<file path="config.mk">
export PLATFORM = sky130hd
export DESIGN_NAME = oscdc_top
export DESIGN_NICKNAME = d
export VERILOG_FILES = /design/src/verilog/oscdc_pkg.sv /design/src/verilog/oscdc_top.sv
export SDC_FILE = /design/constraint.sdc
export NUM_CORES = 1
export LEC_CHECK = 0
export ABC_AREA = 0
export BUFFER_PORTS_ARGS = -buffer_cell sky130_fd_sc_hd__buf_2
export CORE_AREA = 10 10 96 98
export CTS_BUF_LIST = sky130_fd_sc_hd__clkbuf_2 sky130_fd_sc_hd__clkbuf_4 sky130_fd_sc_hd__clkbuf_8
export CTS_CLUSTER_SIZE = 24
export DETAILED_ROUTE_END_ITERATION = 6
export DIE_AREA = 0 0 106 108
export PLACE_DENSITY = 0.82
export SETUP_SLACK_MARGIN = 0.4
export SLEW_MARGIN = 20
export SYNTH_ARGS = -nofsm -noshare
export SYNTH_HDL_FRONTEND = slang
export SYNTH_SLANG_ARGS = --single-unit
</file>
<file path="constraint.sdc">
create_clock -name sys_clk -period 2.2 [get_ports sys_clk]
set_input_delay 0.55 -clock sys_clk [delete_from_list [all_inputs] [get_ports sys_clk]]
set_output_delay 0.55 -clock sys_clk [all_outputs]
set_load 0.005 [all_outputs]
</file>
<file path="src/verilog/oscdc_pkg.sv">
// ==========================================================================
// How it works
// - Power-on clock mode comes from the three-bit initial source configuration.
// - Erased configuration gives internal RC divide-by-N mode.
// - Primary submode field picks high-speed, standard crystal or external clock.
// - Current source field, bits 14..12, is read-only, same encoding.
// - Requested source field, bits 10..8, is writable, reset from configuration.
// - Freeze bit plus lock configuration freezes clock and PLL settings.
// - PLL lock bit reads one when locked and the requested source uses the PLL.
// - Clock fail bit set by monitor, cleared by software, never set.
// - Bit 1 enables the secondary oscillator, resets to zero.
// - Writing switch bit requests a switch; hardware clears it on completion.
// - Control register writes accepted only after the unlock sequence.
// - With recover-on-interrupt set, an interrupt clears reduction enable.
// - Reduction field divides instruction clock by two to the code.
// - Reduction enable applies the field; otherwise ratio is one to one.
// - RC postscaler divides by 1..64, or 256 for code 111.
// - PLL postscaler divides by 2, 4 or 8; code 10 reserved.
// - PLL prescaler divides by field value plus two.
// - PLL multiplier is field value plus two, reset gives 50.
// - Six-bit signed RC trim, resets to zero.
// - Unimplemented bits read as zero.
// - Instruction clock is oscillator or PLL output divided by two.
// - PLL output is input times multiplier over prescale times postscale.
// ==========================================================================
package oscdc_pkg;
  localparam logic [1:0] OSCDC_ADDR_OSC  = 2'h0;
  localparam logic [1:0] OSCDC_ADDR_DIV  = 2'h1;
  localparam logic [1:0] OSCDC_ADDR_FBD  = 2'h2;
  localparam logic [1:0] OSCDC_ADDR_TUN  = 2'h3;
  localparam int OSCDC_CURRENT_SOURCE_SEL_LSB  = 12;
  localparam int OSCDC_REQUESTED_SOURCE_SEL_LSB  = 8;
  localparam int OSCDC_FREEZE_BIT = 7;
  localparam int OSCDC_LOCK_BIT  = 5;
  localparam int OSCDC_CF_BIT    = 3;
  localparam int OSCDC_SECONDARY_OSC_BIT  = 1;
  localparam int OSCDC_SW_BIT    = 0;
  localparam int OSCDC_ROI_BIT   = 15;
  localparam int OSCDC_RED_LSB   = 12;
  localparam int OSCDC_REDEN_BIT = 11;
  localparam int OSCDC_RCPS_LSB  = 8;
  localparam int OSCDC_POST_LSB  = 6;
  localparam int OSCDC_PRE_LSB   = 0;
  localparam logic [2:0] OSCDC_RED_RST  = 3'h3;
  localparam logic [2:0] OSCDC_RCPS_RST = 3'h0;
  localparam logic [1:0] OSCDC_POST_RST = 2'h1;
  localparam logic [4:0] OSCDC_PRE_RST  = 5'h00;
  localparam logic [8:0] OSCDC_MUL_RST  = 9'h030;
  localparam logic [5:0] OSCDC_TRIM_RST = 6'h00;
  localparam logic [15:0] OSCDC_UNLOCK_KEY1 = 16'h0055;
  localparam logic [15:0] OSCDC_UNLOCK_KEY2 = 16'h00aa;
  localparam logic [2:0] OSCDC_UNLOCK_WIN = 3'h4;
  localparam logic [3:0] OSCDC_SWITCH_CYC = 4'ha;
  typedef enum logic [2:0] {
    OSCDC_SRC_FRC, OSCDC_SRC_INTERNAL_RC_WITH_PLL, OSCDC_SRC_PRI, OSCDC_SRC_PRIPLL,
    OSCDC_SRC_SEC, OSCDC_SRC_LOW_POWER_RC, OSCDC_SRC_FRC16, OSCDC_SRC_FRCN
  } oscdc_src_t;
endpackage

</file>
<file path="src/verilog/oscdc_top.sv">
`timescale 1ns/10ps
`default_nettype none
module oscdc_top (
  input  wire logic        sys_clk,
  input  wire logic        sys_rst,
  input  wire logic        clk_en,
  input  wire logic [2:0]  initial_source_cfg,
  input  wire logic [1:0]  primary_submode_cfg,
  input  wire logic        clock_lock_cfg,
  input  wire logic        switch_enable_cfg,
  input  wire logic        pll_locked,
  input  wire logic        failsafe_monitor,
  input  wire logic        source_ready,
  input  wire logic        irq_event,
  input  wire logic [3:0]  addr,
  input  wire logic [15:0] wdata,
  input  wire logic        wr,
  input  wire logic        rd,
  output logic      [15:0] rdata,
  output logic      [2:0]  current_source_sel,
  output logic      [1:0]  primary_submode,
  output logic             secondary_osc_enable,
  output logic      [2:0]  rc_postscaler,
  output logic      [1:0]  pll_postscaler,
  output logic      [4:0]  pll_prescaler,
  output logic      [8:0]  pll_multiplier,
  output logic      [5:0]  rc_trim,
  output logic      [2:0]  periph_ratio_log2,
  output logic             pll_mode
);
  // ==========================================================================
  // Decoders
  // ==========================================================================
  function automatic logic pll_source(input logic [2:0] src);
    return (src == oscdc_pkg::OSCDC_SRC_INTERNAL_RC_WITH_PLL) || (src == oscdc_pkg::OSCDC_SRC_PRIPLL);
  endfunction

  function automatic logic reg_hit(input logic [3:0] ad, input logic [1:0] sel);
    return ad == {2'h0, sel};
  endfunction

  // ==========================================================================
  // Input synchronisers
  // ==========================================================================
  logic [2:0] sync1_reg;
  logic [2:0] sync2_reg;
  logic       pll_lock_s;
  logic       fail_s;
  logic       ready_s;
  always_ff @(posedge sys_clk) begin
    if (sys_rst) begin
      sync1_reg <= 3'h0;
      sync2_reg <= 3'h0;
    end else if (clk_en) begin
      sync1_reg <= {source_ready, failsafe_monitor, pll_locked};
      sync2_reg <= sync1_reg;
    end
  end
  assign pll_lock_s = sync2_reg[0];
  assign fail_s     = sync2_reg[1];
  assign ready_s    = sync2_reg[2];

  // ==========================================================================
  // Registers and unlock
  // ==========================================================================
  logic [2:0] cur_reg;
  logic [2:0] new_reg;
  logic       freeze_reg;
  logic       cf_reg;
  logic       secondary_osc_reg;
  logic       sw_reg;
  logic       roi_reg;
  logic [2:0] red_reg;
  logic       reden_reg;
  logic [2:0] rcps_reg;
  logic [1:0] post_reg;
  logic [4:0] pre_reg;
  logic [8:0] mul_reg;
  logic [5:0] trim_reg;
  logic [1:0] ulk_reg;
  logic [2:0] ulk_cnt_reg;
  logic       boot_reg;
  logic       frozen;
  logic       wr_osc;
  logic       wr_div;
  logic       wr_fbd;
  logic       wr_tun;
  logic       sw_done;
  logic       sw_valid;

  assign frozen = freeze_reg & clock_lock_cfg;
  assign wr_osc = wr & reg_hit(addr, oscdc_pkg::OSCDC_ADDR_OSC) & (ulk_reg == 2'h2);
  assign wr_div = wr & reg_hit(addr, oscdc_pkg::OSCDC_ADDR_DIV);
  assign wr_fbd = wr & reg_hit(addr, oscdc_pkg::OSCDC_ADDR_FBD) & ~frozen;
  assign wr_tun = wr & reg_hit(addr, oscdc_pkg::OSCDC_ADDR_TUN);

  // Two key writes to the control address open a short window for one write.
  always_ff @(posedge sys_clk) begin
    if (sys_rst) begin
      ulk_reg     <= 2'h0;
      ulk_cnt_reg <= 3'h0;
    end else if (clk_en) begin
      if (wr && reg_hit(addr, oscdc_pkg::OSCDC_ADDR_OSC) && ulk_reg == 2'h0
          && wdata == oscdc_pkg::OSCDC_UNLOCK_KEY1) begin
        ulk_reg     <= 2'h1;
        ulk_cnt_reg <= oscdc_pkg::OSCDC_UNLOCK_WIN;
      end else if (wr && reg_hit(addr, oscdc_pkg::OSCDC_ADDR_OSC) && ulk_reg == 2'h1
                   && wdata == oscdc_pkg::OSCDC_UNLOCK_KEY2) begin
        ulk_reg     <= 2'h2;
        ulk_cnt_reg <= oscdc_pkg::OSCDC_UNLOCK_WIN;
      end else if (wr && reg_hit(addr, oscdc_pkg::OSCDC_ADDR_OSC)) begin
        ulk_reg <= 2'h0;
      end else if (ulk_cnt_reg == 3'h0) begin
        ulk_reg <= 2'h0;
      end else begin
        ulk_cnt_reg <= ulk_cnt_reg - 3'h1;
      end
    end
  end

  // The strap is caught in the first enabled cycle after reset release.
  always_ff @(posedge sys_clk) begin
    if (sys_rst) begin
      boot_reg <= 1'b1;
    end else if (clk_en) begin
      boot_reg <= 1'b0;
    end
  end

  // ==========================================================================
  // Control register
  // ==========================================================================
  always_ff @(posedge sys_clk) begin
    if (sys_rst) begin
      cur_reg    <= 3'h7;
      new_reg    <= 3'h7;
      freeze_reg <= 1'b0;
      secondary_osc_reg   <= 1'b0;
    end else if (clk_en) begin
      if (boot_reg) begin
        cur_reg <= initial_source_cfg;
        new_reg <= initial_source_cfg;
      end else begin
        if (sw_done) begin
          cur_reg <= new_reg;
        end
        if (wr_osc && !frozen) begin
          new_reg <= wdata[oscdc_pkg::OSCDC_REQUESTED_SOURCE_SEL_LSB +: 3];
        end
        if (wr_osc) begin
          freeze_reg <= wdata[oscdc_pkg::OSCDC_FREEZE_BIT];
          secondary_osc_reg   <= wdata[oscdc_pkg::OSCDC_SECONDARY_OSC_BIT];
        end
      end
    end
  end

  // ==========================================================================
  // Clock switch sequencer
  // ==========================================================================
  typedef enum logic [1:0] {OSCDC_IDLE, OSCDC_WAIT, OSCDC_SETTLE} oscdc_sw_t;
  oscdc_sw_t  sw_state_reg;
  logic [3:0] settle_reg;
  logic       need_pll;

  assign need_pll = pll_source(new_reg);
  assign sw_valid = new_reg != cur_reg;
  assign sw_done  = (sw_state_reg == OSCDC_SETTLE) && (settle_reg == 4'h0);

  always_ff @(posedge sys_clk) begin
    if (sys_rst) begin
      sw_reg       <= 1'b0;
      sw_state_reg <= OSCDC_IDLE;
      settle_reg   <= 4'h0;
    end else if (clk_en) begin
      unique case (sw_state_reg)
        OSCDC_IDLE: begin
          if (wr_osc && !frozen && switch_enable_cfg && wdata[oscdc_pkg::OSCDC_SW_BIT]) begin
            sw_reg       <= 1'b1;
            sw_state_reg <= OSCDC_WAIT;
          end
        end
        OSCDC_WAIT: begin
          if (!sw_valid) begin
            sw_reg       <= 1'b0;
            sw_state_reg <= OSCDC_IDLE;
          end else if (ready_s && (!need_pll || pll_lock_s)) begin
            settle_reg   <= oscdc_pkg::OSCDC_SWITCH_CYC - 4'h1;
            sw_state_reg <= OSCDC_SETTLE;
          end
        end
        OSCDC_SETTLE: begin
          if (settle_reg == 4'h0) begin
            sw_reg       <= 1'b0;
            sw_state_reg <= OSCDC_IDLE;
          end else begin
            settle_reg <= settle_reg - 4'h1;
          end
        end
      endcase
    end
  end

  // A valid switch still waiting on a source that is not ready clears the fail flag; a fresh failure wins over any clear.
  always_ff @(posedge sys_clk) begin
    if (sys_rst) begin
      cf_reg <= 1'b0;
    end else if (clk_en) begin
      if (fail_s) begin
        cf_reg <= 1'b1;
      end else if ((wr_osc && !wdata[oscdc_pkg::OSCDC_CF_BIT])
                   || (sw_state_reg == OSCDC_WAIT && sw_valid && sw_reg
                       && settle_reg == 4'h0 && !ready_s)) begin
        cf_reg <= 1'b0;
      end
    end
  end

  // ==========================================================================
  // Divisor, feedback and tuning registers
  // ==========================================================================
  always_ff @(posedge sys_clk) begin
    if (sys_rst) begin
      roi_reg   <= 1'b0;
      red_reg   <= oscdc_pkg::OSCDC_RED_RST;
      reden_reg <= 1'b0;
      rcps_reg  <= oscdc_pkg::OSCDC_RCPS_RST;
      post_reg  <= oscdc_pkg::OSCDC_POST_RST;
      pre_reg   <= oscdc_pkg::OSCDC_PRE_RST;
    end else if (clk_en) begin
      if (wr_div) begin
        roi_reg  <= wdata[oscdc_pkg::OSCDC_ROI_BIT];
        red_reg  <= wdata[oscdc_pkg::OSCDC_RED_LSB +: 3];
        rcps_reg <= wdata[oscdc_pkg::OSCDC_RCPS_LSB +: 3];
        if (!frozen) begin
          if (wdata[oscdc_pkg::OSCDC_POST_LSB +: 2] != 2'h2) begin
            post_reg <= wdata[oscdc_pkg::OSCDC_POST_LSB +: 2];
          end
          pre_reg <= wdata[oscdc_pkg::OSCDC_PRE_LSB +: 5];
        end
      end
      if (roi_reg && irq_event) begin
        reden_reg <= 1'b0;
      end else if (wr_div) begin
        reden_reg <= wdata[oscdc_pkg::OSCDC_REDEN_BIT];
      end
    end
  end

  always_ff @(posedge sys_clk) begin
    if (sys_rst) begin
      mul_reg  <= oscdc_pkg::OSCDC_MUL_RST;
      trim_reg <= oscdc_pkg::OSCDC_TRIM_RST;
    end else if (clk_en) begin
      if (wr_fbd) begin
        mul_reg <= wdata[8:0];
      end
      if (wr_tun) begin
        trim_reg <= wdata[5:0];
      end
    end
  end

  // ==========================================================================
  // Clean-boundary ratio update
  // ==========================================================================
  // The ratio outputs change only when a free-running count wraps, so the
  // downstream divider never sees a truncated period.
  logic [7:0] phase_reg;
  logic [2:0] ratio_reg;
  logic [2:0] rcps_out_reg;
  always_ff @(posedge sys_clk) begin
    if (sys_rst) begin
      phase_reg    <= 8'h00;
      ratio_reg    <= 3'h0;
      rcps_out_reg <= oscdc_pkg::OSCDC_RCPS_RST;
    end else if (clk_en) begin
      phase_reg <= phase_reg + 8'h01;
      if (phase_reg == 8'hff) begin
        ratio_reg    <= reden_reg ? red_reg : 3'h0;
        rcps_out_reg <= rcps_reg;
      end
    end
  end

  // ==========================================================================
  // Outputs and read port
  // ==========================================================================
  assign current_source_sel   = cur_reg;
  assign primary_submode      = primary_submode_cfg;
  assign secondary_osc_enable = secondary_osc_reg;
  assign rc_postscaler        = rcps_out_reg;
  assign pll_postscaler       = post_reg;
  assign pll_prescaler        = pre_reg;
  assign pll_multiplier       = mul_reg;
  assign rc_trim              = trim_reg;
  assign periph_ratio_log2    = ratio_reg;
  assign pll_mode             = pll_source(cur_reg);

  always_ff @(posedge sys_clk) begin
    if (sys_rst) begin
      rdata <= 16'h0000;
    end else if (clk_en) begin
      rdata <= 16'h0000;
      if (rd) begin
        unique case (addr)
          4'h0: rdata <= {1'b0, cur_reg, 1'b0, new_reg, freeze_reg, 1'b0,
                          pll_lock_s & need_pll, 1'b0, cf_reg, 1'b0, secondary_osc_reg, sw_reg};
          4'h1: rdata <= {roi_reg, red_reg, reden_reg, rcps_reg, post_reg, 1'b0, pre_reg};
          4'h2: rdata <= {7'h00, mul_reg};
          4'h3: rdata <= {10'h000, trim_reg};
          default: rdata <= 16'h0000;
        endcase
      end
    end
  end
endmodule // oscdc_top
`default_nettype wire
</file>
## Word-level counts from Yosys, hierarchy flattened

Index checks and enable logic that the tools add are counted.

- Multiplexer cells: 32
- Reductions and logical operators: 51
- Bitwise logic cells: 10
- Equal/unequal tests: 25
- Add/subtract/negate cells: 3

Operators by type and width:

| operator | count |
|---|---|
| $pmux W16 S4 | 1 |
| $mux W3 | 9 |
| $reduce_and A2 Y1 | 9 |
| $eq A16 B7 Y1 const B | 1 |
| $eq A16 B8 Y1 const B | 1 |
| $logic_and A1 B1 Y1 | 16 |
| $mux W16 | 1 |
| $mux W2 | 8 |
| $mux W4 | 3 |
| $ne A2 B2 Y1 const B | 6 |
| $reduce_and A4 Y1 | 3 |
| $reduce_bool A2 Y1 | 5 |
| $reduce_and A3 Y1 | 3 |
| $add A8 B1 Y8 const B | 1 |
| $and A1 B1 Y1 | 8 |
| $eq A4 B2 Y1 const B | 2 |
| $eq A8 B8 Y1 const B | 1 |
| $logic_not A4 Y1 | 2 |
| $pmux W4 S2 | 1 |
| $mux W1 | 7 |
| $eq A3 B1 Y1 const B | 2 |
| $eq A3 B2 Y1 const B | 2 |
| $ne A3 B3 Y1 const B | 2 |
| $pmux W2 S3 | 1 |
| 16 further kinds | 26 |

- Register bits: 88
- Word-level logic and storage cells: 146
- Output and inout port bits: 51
- Bits of input ports: 36

## Logic depth before layout (Yosys ltp)

Gate-level depths: netlist (run 1).

- Depth after elaboration: 8
- Mapped depth: 7
- Gate-level depth less buffers: 7

## Least setup slack after synthesis (run 1)

OpenSTA, ideal clock, no wires.

- Path type: input to register
- Start point: input addr[0]
- End point: register ulk_cnt_reg[0]
- Data arrival time: 1704 ps
- Buffers on the path: 1
- Data required time: 2066 ps
- Stages on the path: 6
- Library setup time: 134 ps
- Path slack: 362 ps
- Cells stage by stage: buf_6 -> nor4_4 -> nand2_2 -> a2111o_1 -> nand3_1 -> a31oi_1

- Cells in the longest elaborated chain, start to end: 6
- Elaborated cells between the ends (all ways): 11
- Those cells by class: 2 x eq/ne; 2 x mux; 7 x reduce/logical

Ends and longest elaborated chain:

| what | line | source |
|---|---|---|
| from (decl) | oscdc_top.sv:15 | `input wire logic [3:0] addr,` |
| $logic_not A4 Y1 * | oscdc_top.sv:39 | `return ad == {2'h0, sel};` |
| $logic_and A1 B1 Y1 * | oscdc_top.sv:103, oscdc_top.sv:107, oscdc_top.sv:111 |  |
| $logic_and A1 B1 Y1, on equally long branches | oscdc_top.sv:103, oscdc_top.sv:107 |  |
| $logic_and A1 B1 Y1, on equally long branches | oscdc_top.sv:104, oscdc_top.sv:108 |  |
| $ne A3 B3 Y1 (no line), or another cell as far along | - |  |
| $reduce_and A3 Y1 (no line) / $mux W3 (equally long branches) | - |  |
| to (signal assigned) | oscdc_top.sv:106 | `ulk_cnt_reg <= oscdc_pkg::OSCDC_UNLOCK_WIN;` |
| to (signal assigned) | oscdc_top.sv:110 | `ulk_cnt_reg <= oscdc_pkg::OSCDC_UNLOCK_WIN;` |
| to (signal assigned) | oscdc_top.sv:116 | `ulk_cnt_reg <= ulk_cnt_reg - 3'h1;` |
| to (decl) | oscdc_top.sv:81 | `logic [2:0] ulk_cnt_reg;` |

Mark *: on every way between the ends. The rest lies on a longest branch, timed or not.
A chain may end at the register's enable or synchronous reset.

## Final worst setup path (run 1)

- Start point: register settle_reg[0]
- End point: register sw_state_reg[1]

- Cells in the longest elaborated chain, start to end: 3

Ends and longest elaborated chain:

| what | line | source |
|---|---|---|
| from (decl) | oscdc_top.sv:163 | `logic [3:0] settle_reg;` |
| from (signal assigned) | oscdc_top.sv:188 | `settle_reg <= oscdc_pkg::OSCDC_SWITCH_CYC - 4'h1;` |
| from (signal assigned) | oscdc_top.sv:197 | `settle_reg <= settle_reg - 4'h1;` |
| $logic_not A4 Y1 | oscdc_top.sv:193 | `if (settle_reg == 4'h0) begin` |
| $ne A2 B1 Y1 (no line) | - |  |
| $reduce_and A4 Y1 (no line) | - |  |
| to (signal assigned) | oscdc_top.sv:186 | `sw_state_reg <= OSCDC_IDLE;` |
| to (signal assigned) | oscdc_top.sv:189 | `sw_state_reg <= OSCDC_SETTLE;` |
| to (signal assigned) | oscdc_top.sv:195 | `sw_state_reg <= OSCDC_IDLE;` |
| to (decl) | oscdc_top.sv:162 | `oscdc_sw_t sw_state_reg;` |

Every way passes these cells.

==> impl_results.rst, run 1 <==
.. list-table::
   :header-rows: 1

   * - Metric
     - Value
   * - Status
     - completed
   * - Hold Crit Start
     - irq_event
   * - Maximum number of pins on one net before global-route repair
     - between 40 and 50
   * - Routability congestion estimate from global placement
     - around 0.87
   * - DP HPWL
     - 8242 µm
   * - Growth of design area from synthesis to finish
     - 19.96%
   * - Root buffer cell
     - clkbuf_8
   * - Arr. time, crit path
     - around 2.1 ns
   * - Psw
     - between 0.9 and 1 mW
   * - Area contributors post-synth
     - dfxtp_1 (44%), mux2i_1 (11%), nor2_1 (4.7%), nand2_1 (3.2%), nand3_1 (2.7%)
   * - Count of TritonRoute iterations in the first routing pass
     - 5
   * - Hold Path Depth
     - 2
   * - Kind of critical path
     - register to register
   * - Int Power
     - approximately 2.4 mW
   * - EDFF count, synth
     - 0
   * - Clock-pin slew on the worst setup and hold paths
     - roughly 0.09 ns
   * - Total leakage power
     - ~2.1 nW
   * - Width of the chip
     - roughly 110 µm
   * - First-pass GRT wire length
     - roughly 18000 µm
   * - Number of nets in the layout
     - between 500 and 600
   * - Post-synthesis sequential element count
     - 88
   * - Number of distinct library cells after synthesis
     - 58
   * - GR Util All Layers
     - 0.1925
   * - Number of antenna violations at the first check in global routing
     - 0
   * - Mean post-synth cell area
     - just over 9 µm²
   * - Total Negative Setup Slacks
     - 0 ns
   * - Final-report setup violation count
     - 0
   * - Final global-route overflow total
     - 0
   * - Crit path capture type
     - register
   * - Seq/Total Area, Yosys
     - 0.4358
   * - Vias per std cell
     - between 5 and 6
   * - Highest achievable clock rate
     - roughly 0.54 GHz
   * - Number of diodes added for antenna fixing
     - 0
   * - Clock power share
     - 0.342
   * - Maximum net fanout on the critical path
     - 3
   * - Pwr per Cell Area
     - 682.8 mW/mm²
   * - Number of DRC violations after detailed routing
     - 0
   * - Max cap viols
     - 0
   * - Deepest level of the CTS H-tree
     - 3
   * - Synthesized net count
     - between 400 and 500
   * - Detail Route met2 WL
     - around 5400 µm
   * - Final Routed Wirelength
     - roughly 11000 µm
   * - Pin slew with the least headroom to its limit
     - just under 0.6 ns
   * - Post-detailed-route count of antenna-violating nets
     - 0
   * - Relative contribution of combinational cells to total power
     - 0.148
   * - Max VDD drop
     - between 0.0003 and 0.0004 V
   * - Top routing layer in use
     - met4
   * - Number of DRC violations after detailed-routing iteration 0
     - 250
   * - Routed length on met1
     - between 4000 and 5000 µm
   * - Synthesized cell area
     - between 0.004 and 0.005 mm²
   * - Min Hold Slack
     - 0.4223 ns
   * - Clock tree from TritonCTS
     - done
   * - Tmin final
     - about 1.8 ns
   * - Max-slew violation total from the final report
     - 0
   * - Core outline area
     - 0.007447 mm²
   * - Start point of the critical path
     - settle_reg[0]$_SDFFE_PP0P_
   * - Vias after detailed routing
     - around 3700
   * - Vias in the first global route
     - around 3600
   * - Required time at the endpoint of the critical path
     - ~2.4 ns
   * - Logic depth of the worst register-to-register path
     - 7
   * - Skew final
     - 0.01041 ns
   * - Total of buffers placed on input and output ports
     - ~80
   * - Library cell with the largest summed area after synthesis
     - dfxtp_1
   * - Largest register FFs
     - 16
   * - Type of the worst min-delay path
     - input pin to register
   * - Clock Tree Buf Depth
     - 2
   * - Sequential share of power
     - 0.510
   * - Worst setup SP type
     - register
   * - Number of rows in the core area
     - 32
   * - Die boundary height
     - roughly 110 µm
   * - Starting Density
     - 0.5428
   * - CTS Buf Count
     - 9
   * - Gate Count Post-Synth
     - between 400 and 500
   * - Number of fill cells in the layout
     - 640
   * - Clock latency reported for the late side of the worst-skew pair
     - 0.35 ns
   * - Tightest slew margin relative to the limit
     - 0.6042
   * - Die Footprint
     - approximately 0.011 mm²
   * - Commonest register cell after synthesis
     - dfxtp_1
   * - WL per Instance
     - approximately 18 µm
   * - TritonCTS sink count
     - 88
   * - Part of the cycle the worst path needs
     - 0.8392
   * - Ratio of cells with drive above 1 in the final layout
     - 0.2724
   * - Count of boundary I/O pins
     - 87
   * - Unrepaired setup endpoints after global routing
     - true
   * - Area share of the largest cell type after synthesis
     - 0.4358
   * - Beginning of the worst register-to-register path
     - settle_reg[0]$_SDFFE_PP0P_
   * - Switching power as a share of total power
     - 0.2780
   * - Count of synthesis-stage warnings from yosys
     - 0
   * - Number of hold-repair buffers added at the cts stage
     - 0
   * - Hold Fails Final Rpt
     - 0
   * - Met3 WL post-DR
     - between 800 and 900 µm
   * - Share of async-settable or async-resettable flops after synthesis
     - 0
-- final timing paths --
check / slack (ns) / endpoint
min: 0.42 / reden_reg$_SDFFE_PP0P_
min reg2reg: 0.46 / rc_postscaler[2]$_SDFFE_PP0P_
max reg2reg: 0.35 / sw_state_reg[1]$_SDFFE_PP0P_
max: 0.35 / sw_state_reg[1]$_SDFFE_PP0P_
-- power groups by stage --
| stage | sequential (mW) | combinational [mW] | clock [mW] |
|---|---|---|---|
| after floorplan | 1.71 | 0.329 | 0 |
| after global placement | 1.72 | 0.441 | 0 |
| after detailed placement | 1.72 | 0.466 | 0 |
| after CTS | 1.69 | 0.476 | 1.15 |
| after global routing | 1.69 | 0.531 | 1.21 |
| final | 1.69 | 0.490 | 1.13 |
-- metrics by stage --
| step | util | worst slack (ns) | instance area [µm²] | cells | total power [mW] |
|---|---|---|---|---|---|
| after global placement | 0.6127 | 0.2366 | 4563 | 604 | 2.162 |
| final | 0.6512 | 0.3539 | 4850 | 627 | 3.311 |
| after detailed placement | 0.6127 | 0.1930 | 4563 | 604 | 2.189 |
| after floorplan | - | 0.3674 | 4043 | 433 | 2.037 |
| after CTS | 0.6438 | 0.3511 | 4795 | 622 | 3.310 |
| after global routing | 0.6512 | 0.2459 | 4850 | 627 | 3.439 |
-- cells in the mapped netlist (3+ instances only) --
| master | number |
|---|---|
| dfxtp_1 | 88 |
| nor2_1 | 51 |
| mux2i_1 | 46 |
| nand2_1 | 35 |
| nand3_1 | 22 |
| a21oi_1 | 18 |
| clkbuf_1 | 15 |
| inv_1 | 12 |
| o21ai_0 | 11 |
| a22oi_1 | 10 |
| and2_1 | 8 |
| ha_1 | 8 |
| buf_2 | 7 |
| nand4_1 | 7 |
| xor2_1 | 7 |
| o2bb2ai_1 | 5 |
| a22o_1 | 4 |
| nand2b_1 | 4 |
| nor2b_1 | 4 |
| o211ai_1 | 4 |
| a32oi_1 | 3 |
| and3_1 | 3 |
| buf_4 | 3 |
| mux2_2 | 3 |
| mux4_2 | 3 |
| nor3b_1 | 3 |
| nor4_1 | 3 |
| nor4b_1 | 3 |
| o311ai_0 | 3 |
| or3_1 | 3 |
-- repair_timing --
action,CTS,global route
buffers inserted,2,5
endpoints found under the setup margin,4,5
gates resized for setup,3,7
pin swaps,3,5
-- cells by family (layout without fill, tap and decap cells) --
group,count (synthesis),in the layout,share of synthesized area
flops,88,88,0.4358
mux,52,52,0.1390
xor+xnor,8,8,0.01733
simple gates,161,161,0.2058
compound gates,75,75,0.1325
fa+ha+maj,8,8,0.02476
buf+inv,41,133,0.04487
-- critical path, cell delays in order, from the launching register on --
cell      delay (ns)
dfxtp_2         0.34
inv_2           0.08
ha_4            0.13
or3b_4          0.39
a221oi_4        0.33
o211ai_1        0.20
a32oi_1         0.21
nor2_1          0.06
-- layer usage --
metal,track usage,vias to the layer above
li1,-,1727
met1,0.2356,1755
met2,0.3211,156
met3,0.05830,33
met4,0.05706,0
met5,0,-
-- layout by cell type, fill, tap and decap left out, types with 6 or more instances in the layout --
master / Yosys / layout
a21oi_1: 18 / 18
a22oi_1: 10 / 10
and2_1: 8 / 8
buf_2: 7 / 82
buf_4: 3 / 21
clkbuf_8: 0 / 9
dfxtp_1: 88 / 86
ha_1: 8 / 6
inv_1: 12 / 10
mux2i_1: 46 / 46
nand2_1: 35 / 35
nand3_1: 22 / 22
nand4_1: 7 / 7
nor2_1: 51 / 51
o21ai_0: 11 / 11
xor2_1: 7 / 7
-- area by class of cell --
type / count / area (µm²) / area share
clock buffers: 10 / 131.4 / 0.02709
clock inverters: 6 / 67.56 / 0.01393
inverters: 14 / 52.55 / 0.01084
multi-input cells: 304 / 2138 / 0.4409
flip-flops and latches: 88 / 1764 / 0.3638
well taps: 102 / 127.6 / 0.02632
repair buffers: 103 / 568.0 / 0.1171
Power figures use the tool's default switching activity.
==> inputs of run 2 (changes only) <==
CORE_AREA = 10 10 101 103   (was 10 10 96 98)
DIE_AREA = 0 0 111 113   (was 0 0 106 108)
PLACE_DENSITY = 0.77   (was 0.82)
clock period = 1.5 ns   (was 2.2 ns; I/O delays follow)
==> run 2 against run 1 <==
  * The run now ends with negative setup slack left
  * Cell count grew 17%
  * Critical endpoint unchanged
  * Clock skew grew 0.0041 ns
  * Sequential share of layout area shrank 9.0 points
  * Die area grew 9.6%
  * Wire length grew 44%
  * Via count grew 18%
  * Fmax grew 2.1%
  * Non-clock buffer count grew 104
  * Critical path depth is the same
==> impl_results.rst, run 2 (synthesized netlist as in run 1, its figures left out) <==
.. list-table::
   :header-rows: 1

   * - Metric
     - Value
   * - Total of buffers placed on input and output ports
     - 82 (unchanged)
   * - Growth of design area from synthesis to finish
     - 68.18%
   * - Count of placed standard cells including taps
     - 663 (+9.8%)
   * - Kind of critical path
     - register to register
   * - Number of antenna violations at the first check in global routing
     - 0 (unchanged)
   * - Arr. time, crit path
     - 2.06 ns (-0.02 ns)
   * - Number of nets in the layout
     - 668 (+18%)
   * - GR Util All Layers
     - 0.2211 (+0.02862)
   * - Total Power Consumption
     - 5.320 mW (+61%)
   * - Vias after detailed routing
     - 4346 (+18%)
   * - Number of diodes added for antenna fixing
     - 0 (unchanged)
   * - Core outline area
     - 0.008134 mm² (+9.2%)
   * - Pin slew with the least headroom to its limit
     - 0.3983 ns (-0.1904 ns)
   * - Worst setup SP type
     - register
   * - Deepest level of the CTS H-tree
     - 3 (unchanged)
   * - Die Footprint
     - 0.01254 mm² (+9.6%)
   * - Pwr per Cell Area
     - 782.5 mW/mm² (+15%)
   * - Required time at the endpoint of the critical path
     - 1.76 ns (-0.68 ns)
   * - Width of the chip
     - 111 µm (+4.7%)
   * - Total Negative Setup Slacks
     - -2.208 ns (-2.208 ns)
   * - Final Routed Wirelength
     - 16160 µm (+44%)
   * - Largest register FFs
     - 16 (unchanged)
   * - Number of fill cells in the layout
     - 391 (-39%)
   * - Skew final
     - 0.01454 ns (+0.004132 ns)
   * - First-pass GRT wire length
     - 22690 µm (+26%)
   * - Total leakage power
     - 2.912 nW (+36%)
   * - Crit path capture type
     - register
   * - Type of the worst min-delay path
     - input pin to register
   * - TritonCTS sink count
     - 88 (unchanged)
   * - Sequence of cells on the critical path
     - inv_2, ha_4, or3b_4, a221oi_4, o211ai_1, a32oi_1, nor2_1
   * - Worst path slowest cell
     - or3b_4
   * - Die boundary height
     - 113 µm (+4.6%)
   * - Final-report setup violation count
     - 15 (+15)
   * - Maximum net fanout on the critical path
     - 3 (unchanged)
   * - Ratio of cells with drive above 1 in the final layout
     - 0.6343 (+0.3620)
   * - Least setup slack across all paths after layout
     - -0.3085 ns (-0.6623 ns)
   * - Post-Route Utilization
     - 0.8359 (+0.1847)
   * - Most common cell after layout, fill and taps aside
     - buf_4
   * - Tmin final
     - 1.808 ns (-0.03767 ns)
   * - Clock tree from TritonCTS
     - done
   * - Max-slew violation total from the final report
     - 0 (unchanged)
   * - Status
     - finished, violations left
   * - CTS Buf Count
     - 9 (unchanged)
   * - Post-detailed-route count of antenna-violating nets
     - 0 (unchanged)
   * - Number of DRC violations after detailed-routing iteration 0
     - 346 (+38%)
   * - Maximum number of pins on one net before global-route repair
     - 43 (+4.9%)
   * - Final global-route overflow total
     - 0 (unchanged)
   * - Clock-pin slew on the worst setup and hold paths
     - 0.10 ns (about the same)
   * - Root buffer cell
     - clkbuf_8
   * - Min Hold Slack
     - 0.1980 ns (-0.2243 ns)
   * - Most used cells in the layout excluding fill and tap cells
     - buf_4 (96), buf_6 (57), dfxtp_2 (53), nor2_1 (50), buf_2 (40)
   * - Tightest slew margin relative to the limit
     - 0.7341 (+0.1299)
   * - Number of rows in the core area
     - 33 (+3.1%)
   * - Highest achievable clock rate
     - 0.5530 GHz (+2.1%)
   * - Crit path buffers/inverters
     - 1 (unchanged)
   * - Clock Tree Buf Depth
     - 2 (unchanged)
   * - Vias in the first global route
     - 4367 (+22%)
   * - Part of the cycle the worst path needs
     - 1.206 (+0.3665)
   * - Count of boundary I/O pins
     - 87 (unchanged)
   * - Hold Fails Final Rpt
     - 0 (unchanged)
   * - Vias per std cell
     - 5.921 (+1.1%)
   * - Number of DRC violations after detailed routing
     - 0 (unchanged)
   * - Unrepaired setup endpoints after global routing
     - true
   * - Failing checks
     - negative setup slack
   * - Starting Density
     - 0.4970 (-0.04584)
   * - Clock latency reported for the late side of the worst-skew pair
     - 0.37 ns (+0.02 ns)
   * - DP HPWL
     - 9021 µm (+9.5%)
   * - Non-filler instance count after layout
     - 734 (+17%)
   * - CP peak stage delay
     - 0.41 ns (+0.02 ns)
   * - Routability congestion estimate from global placement
     - 0.9173 (+5.0%)
   * - Max VDD drop
     - 0.0005615 V (+44%)
   * - Max cap viols
     - 0 (unchanged)
   * - Count of TritonRoute iterations in the first routing pass
     - 5 (unchanged)
   * - WL per Instance
     - 22.02 µm (+23%)
   * - Kind of cell adding the most delay to the critical path
     - compound AO/OA/AOI/OAI gates
## run 2: cell types whose count changed in the layout (fill, tap and decap cells not counted), moves of 12 or more
cell / delta
buf_2: -42
a21oi_2: +12
dfxtp_1: -59
nand2_1: -14
buf_4: +75
buf_6: +57
dfxtp_2: +51
nand3_1: -12
a21oi_1: -13
## run 2: final cells by class
class	count	area, µm²	share of cell area
clock buffer	11	145.1	0.02135
multi-input combinational	304	2765	0.4067
tap	105	131.4	0.01932
sequential	88	1858	0.2733
clock inverter	5	41.29	0.006073
timing repair buffer	207	1798	0.2644
inverter	14	60.06	0.008833
## run 2: per-stage QoR
stage	instance area [µm²]	worst slack, ns
after global routing	6799	-0.3846
after CTS	6225	-0.2647
after floorplan	4230	-0.1719
final	6799	-0.3085
after detailed placement	5129	-0.3139
after global placement	5129	-0.2783
## run 2: layer usage
metal	GRT usage	share of wire
met5	0	0
met4	0.1128	0.044
met1	0.2520	0.39
met3	0.05600	0.073
met2	0.3766	0.50
## run 2: timing repair
action	CTS	global route
hold buffers	0	0
endpoints found under the hold margin	0	0
setup buffers	38	16
pin swaps	42	50
resized for setup	171	95
cloned	1	0
setup endpoints to repair	121	127
## run 2: path summary, 6_finish.rpt
check	depth (start not counted)	to	slack (ns)	start
max	7	sw_state_reg[1]$_SDFFE_PP0P_	-0.31	settle_reg[1]$_SDFFE_PP0P_
min	2	reden_reg$_SDFFE_PP0P_	0.20	irq_event
max reg2reg	7	sw_state_reg[1]$_SDFFE_PP0P_	-0.31	settle_reg[1]$_SDFFE_PP0P_
min reg2reg	2	rc_postscaler[1]$_SDFFE_PP0P_	0.48	rc_postscaler[1]$_SDFFE_PP0P_
## run 2: report_power, final
group          switching, mW  leakage [nW]  total (mW)  internal [mW]
Clock                  0.934        0.0948        1.62          0.682
Sequential            0.0631         0.739        2.47           2.41
Combinational          0.651          2.08        1.23          0.581
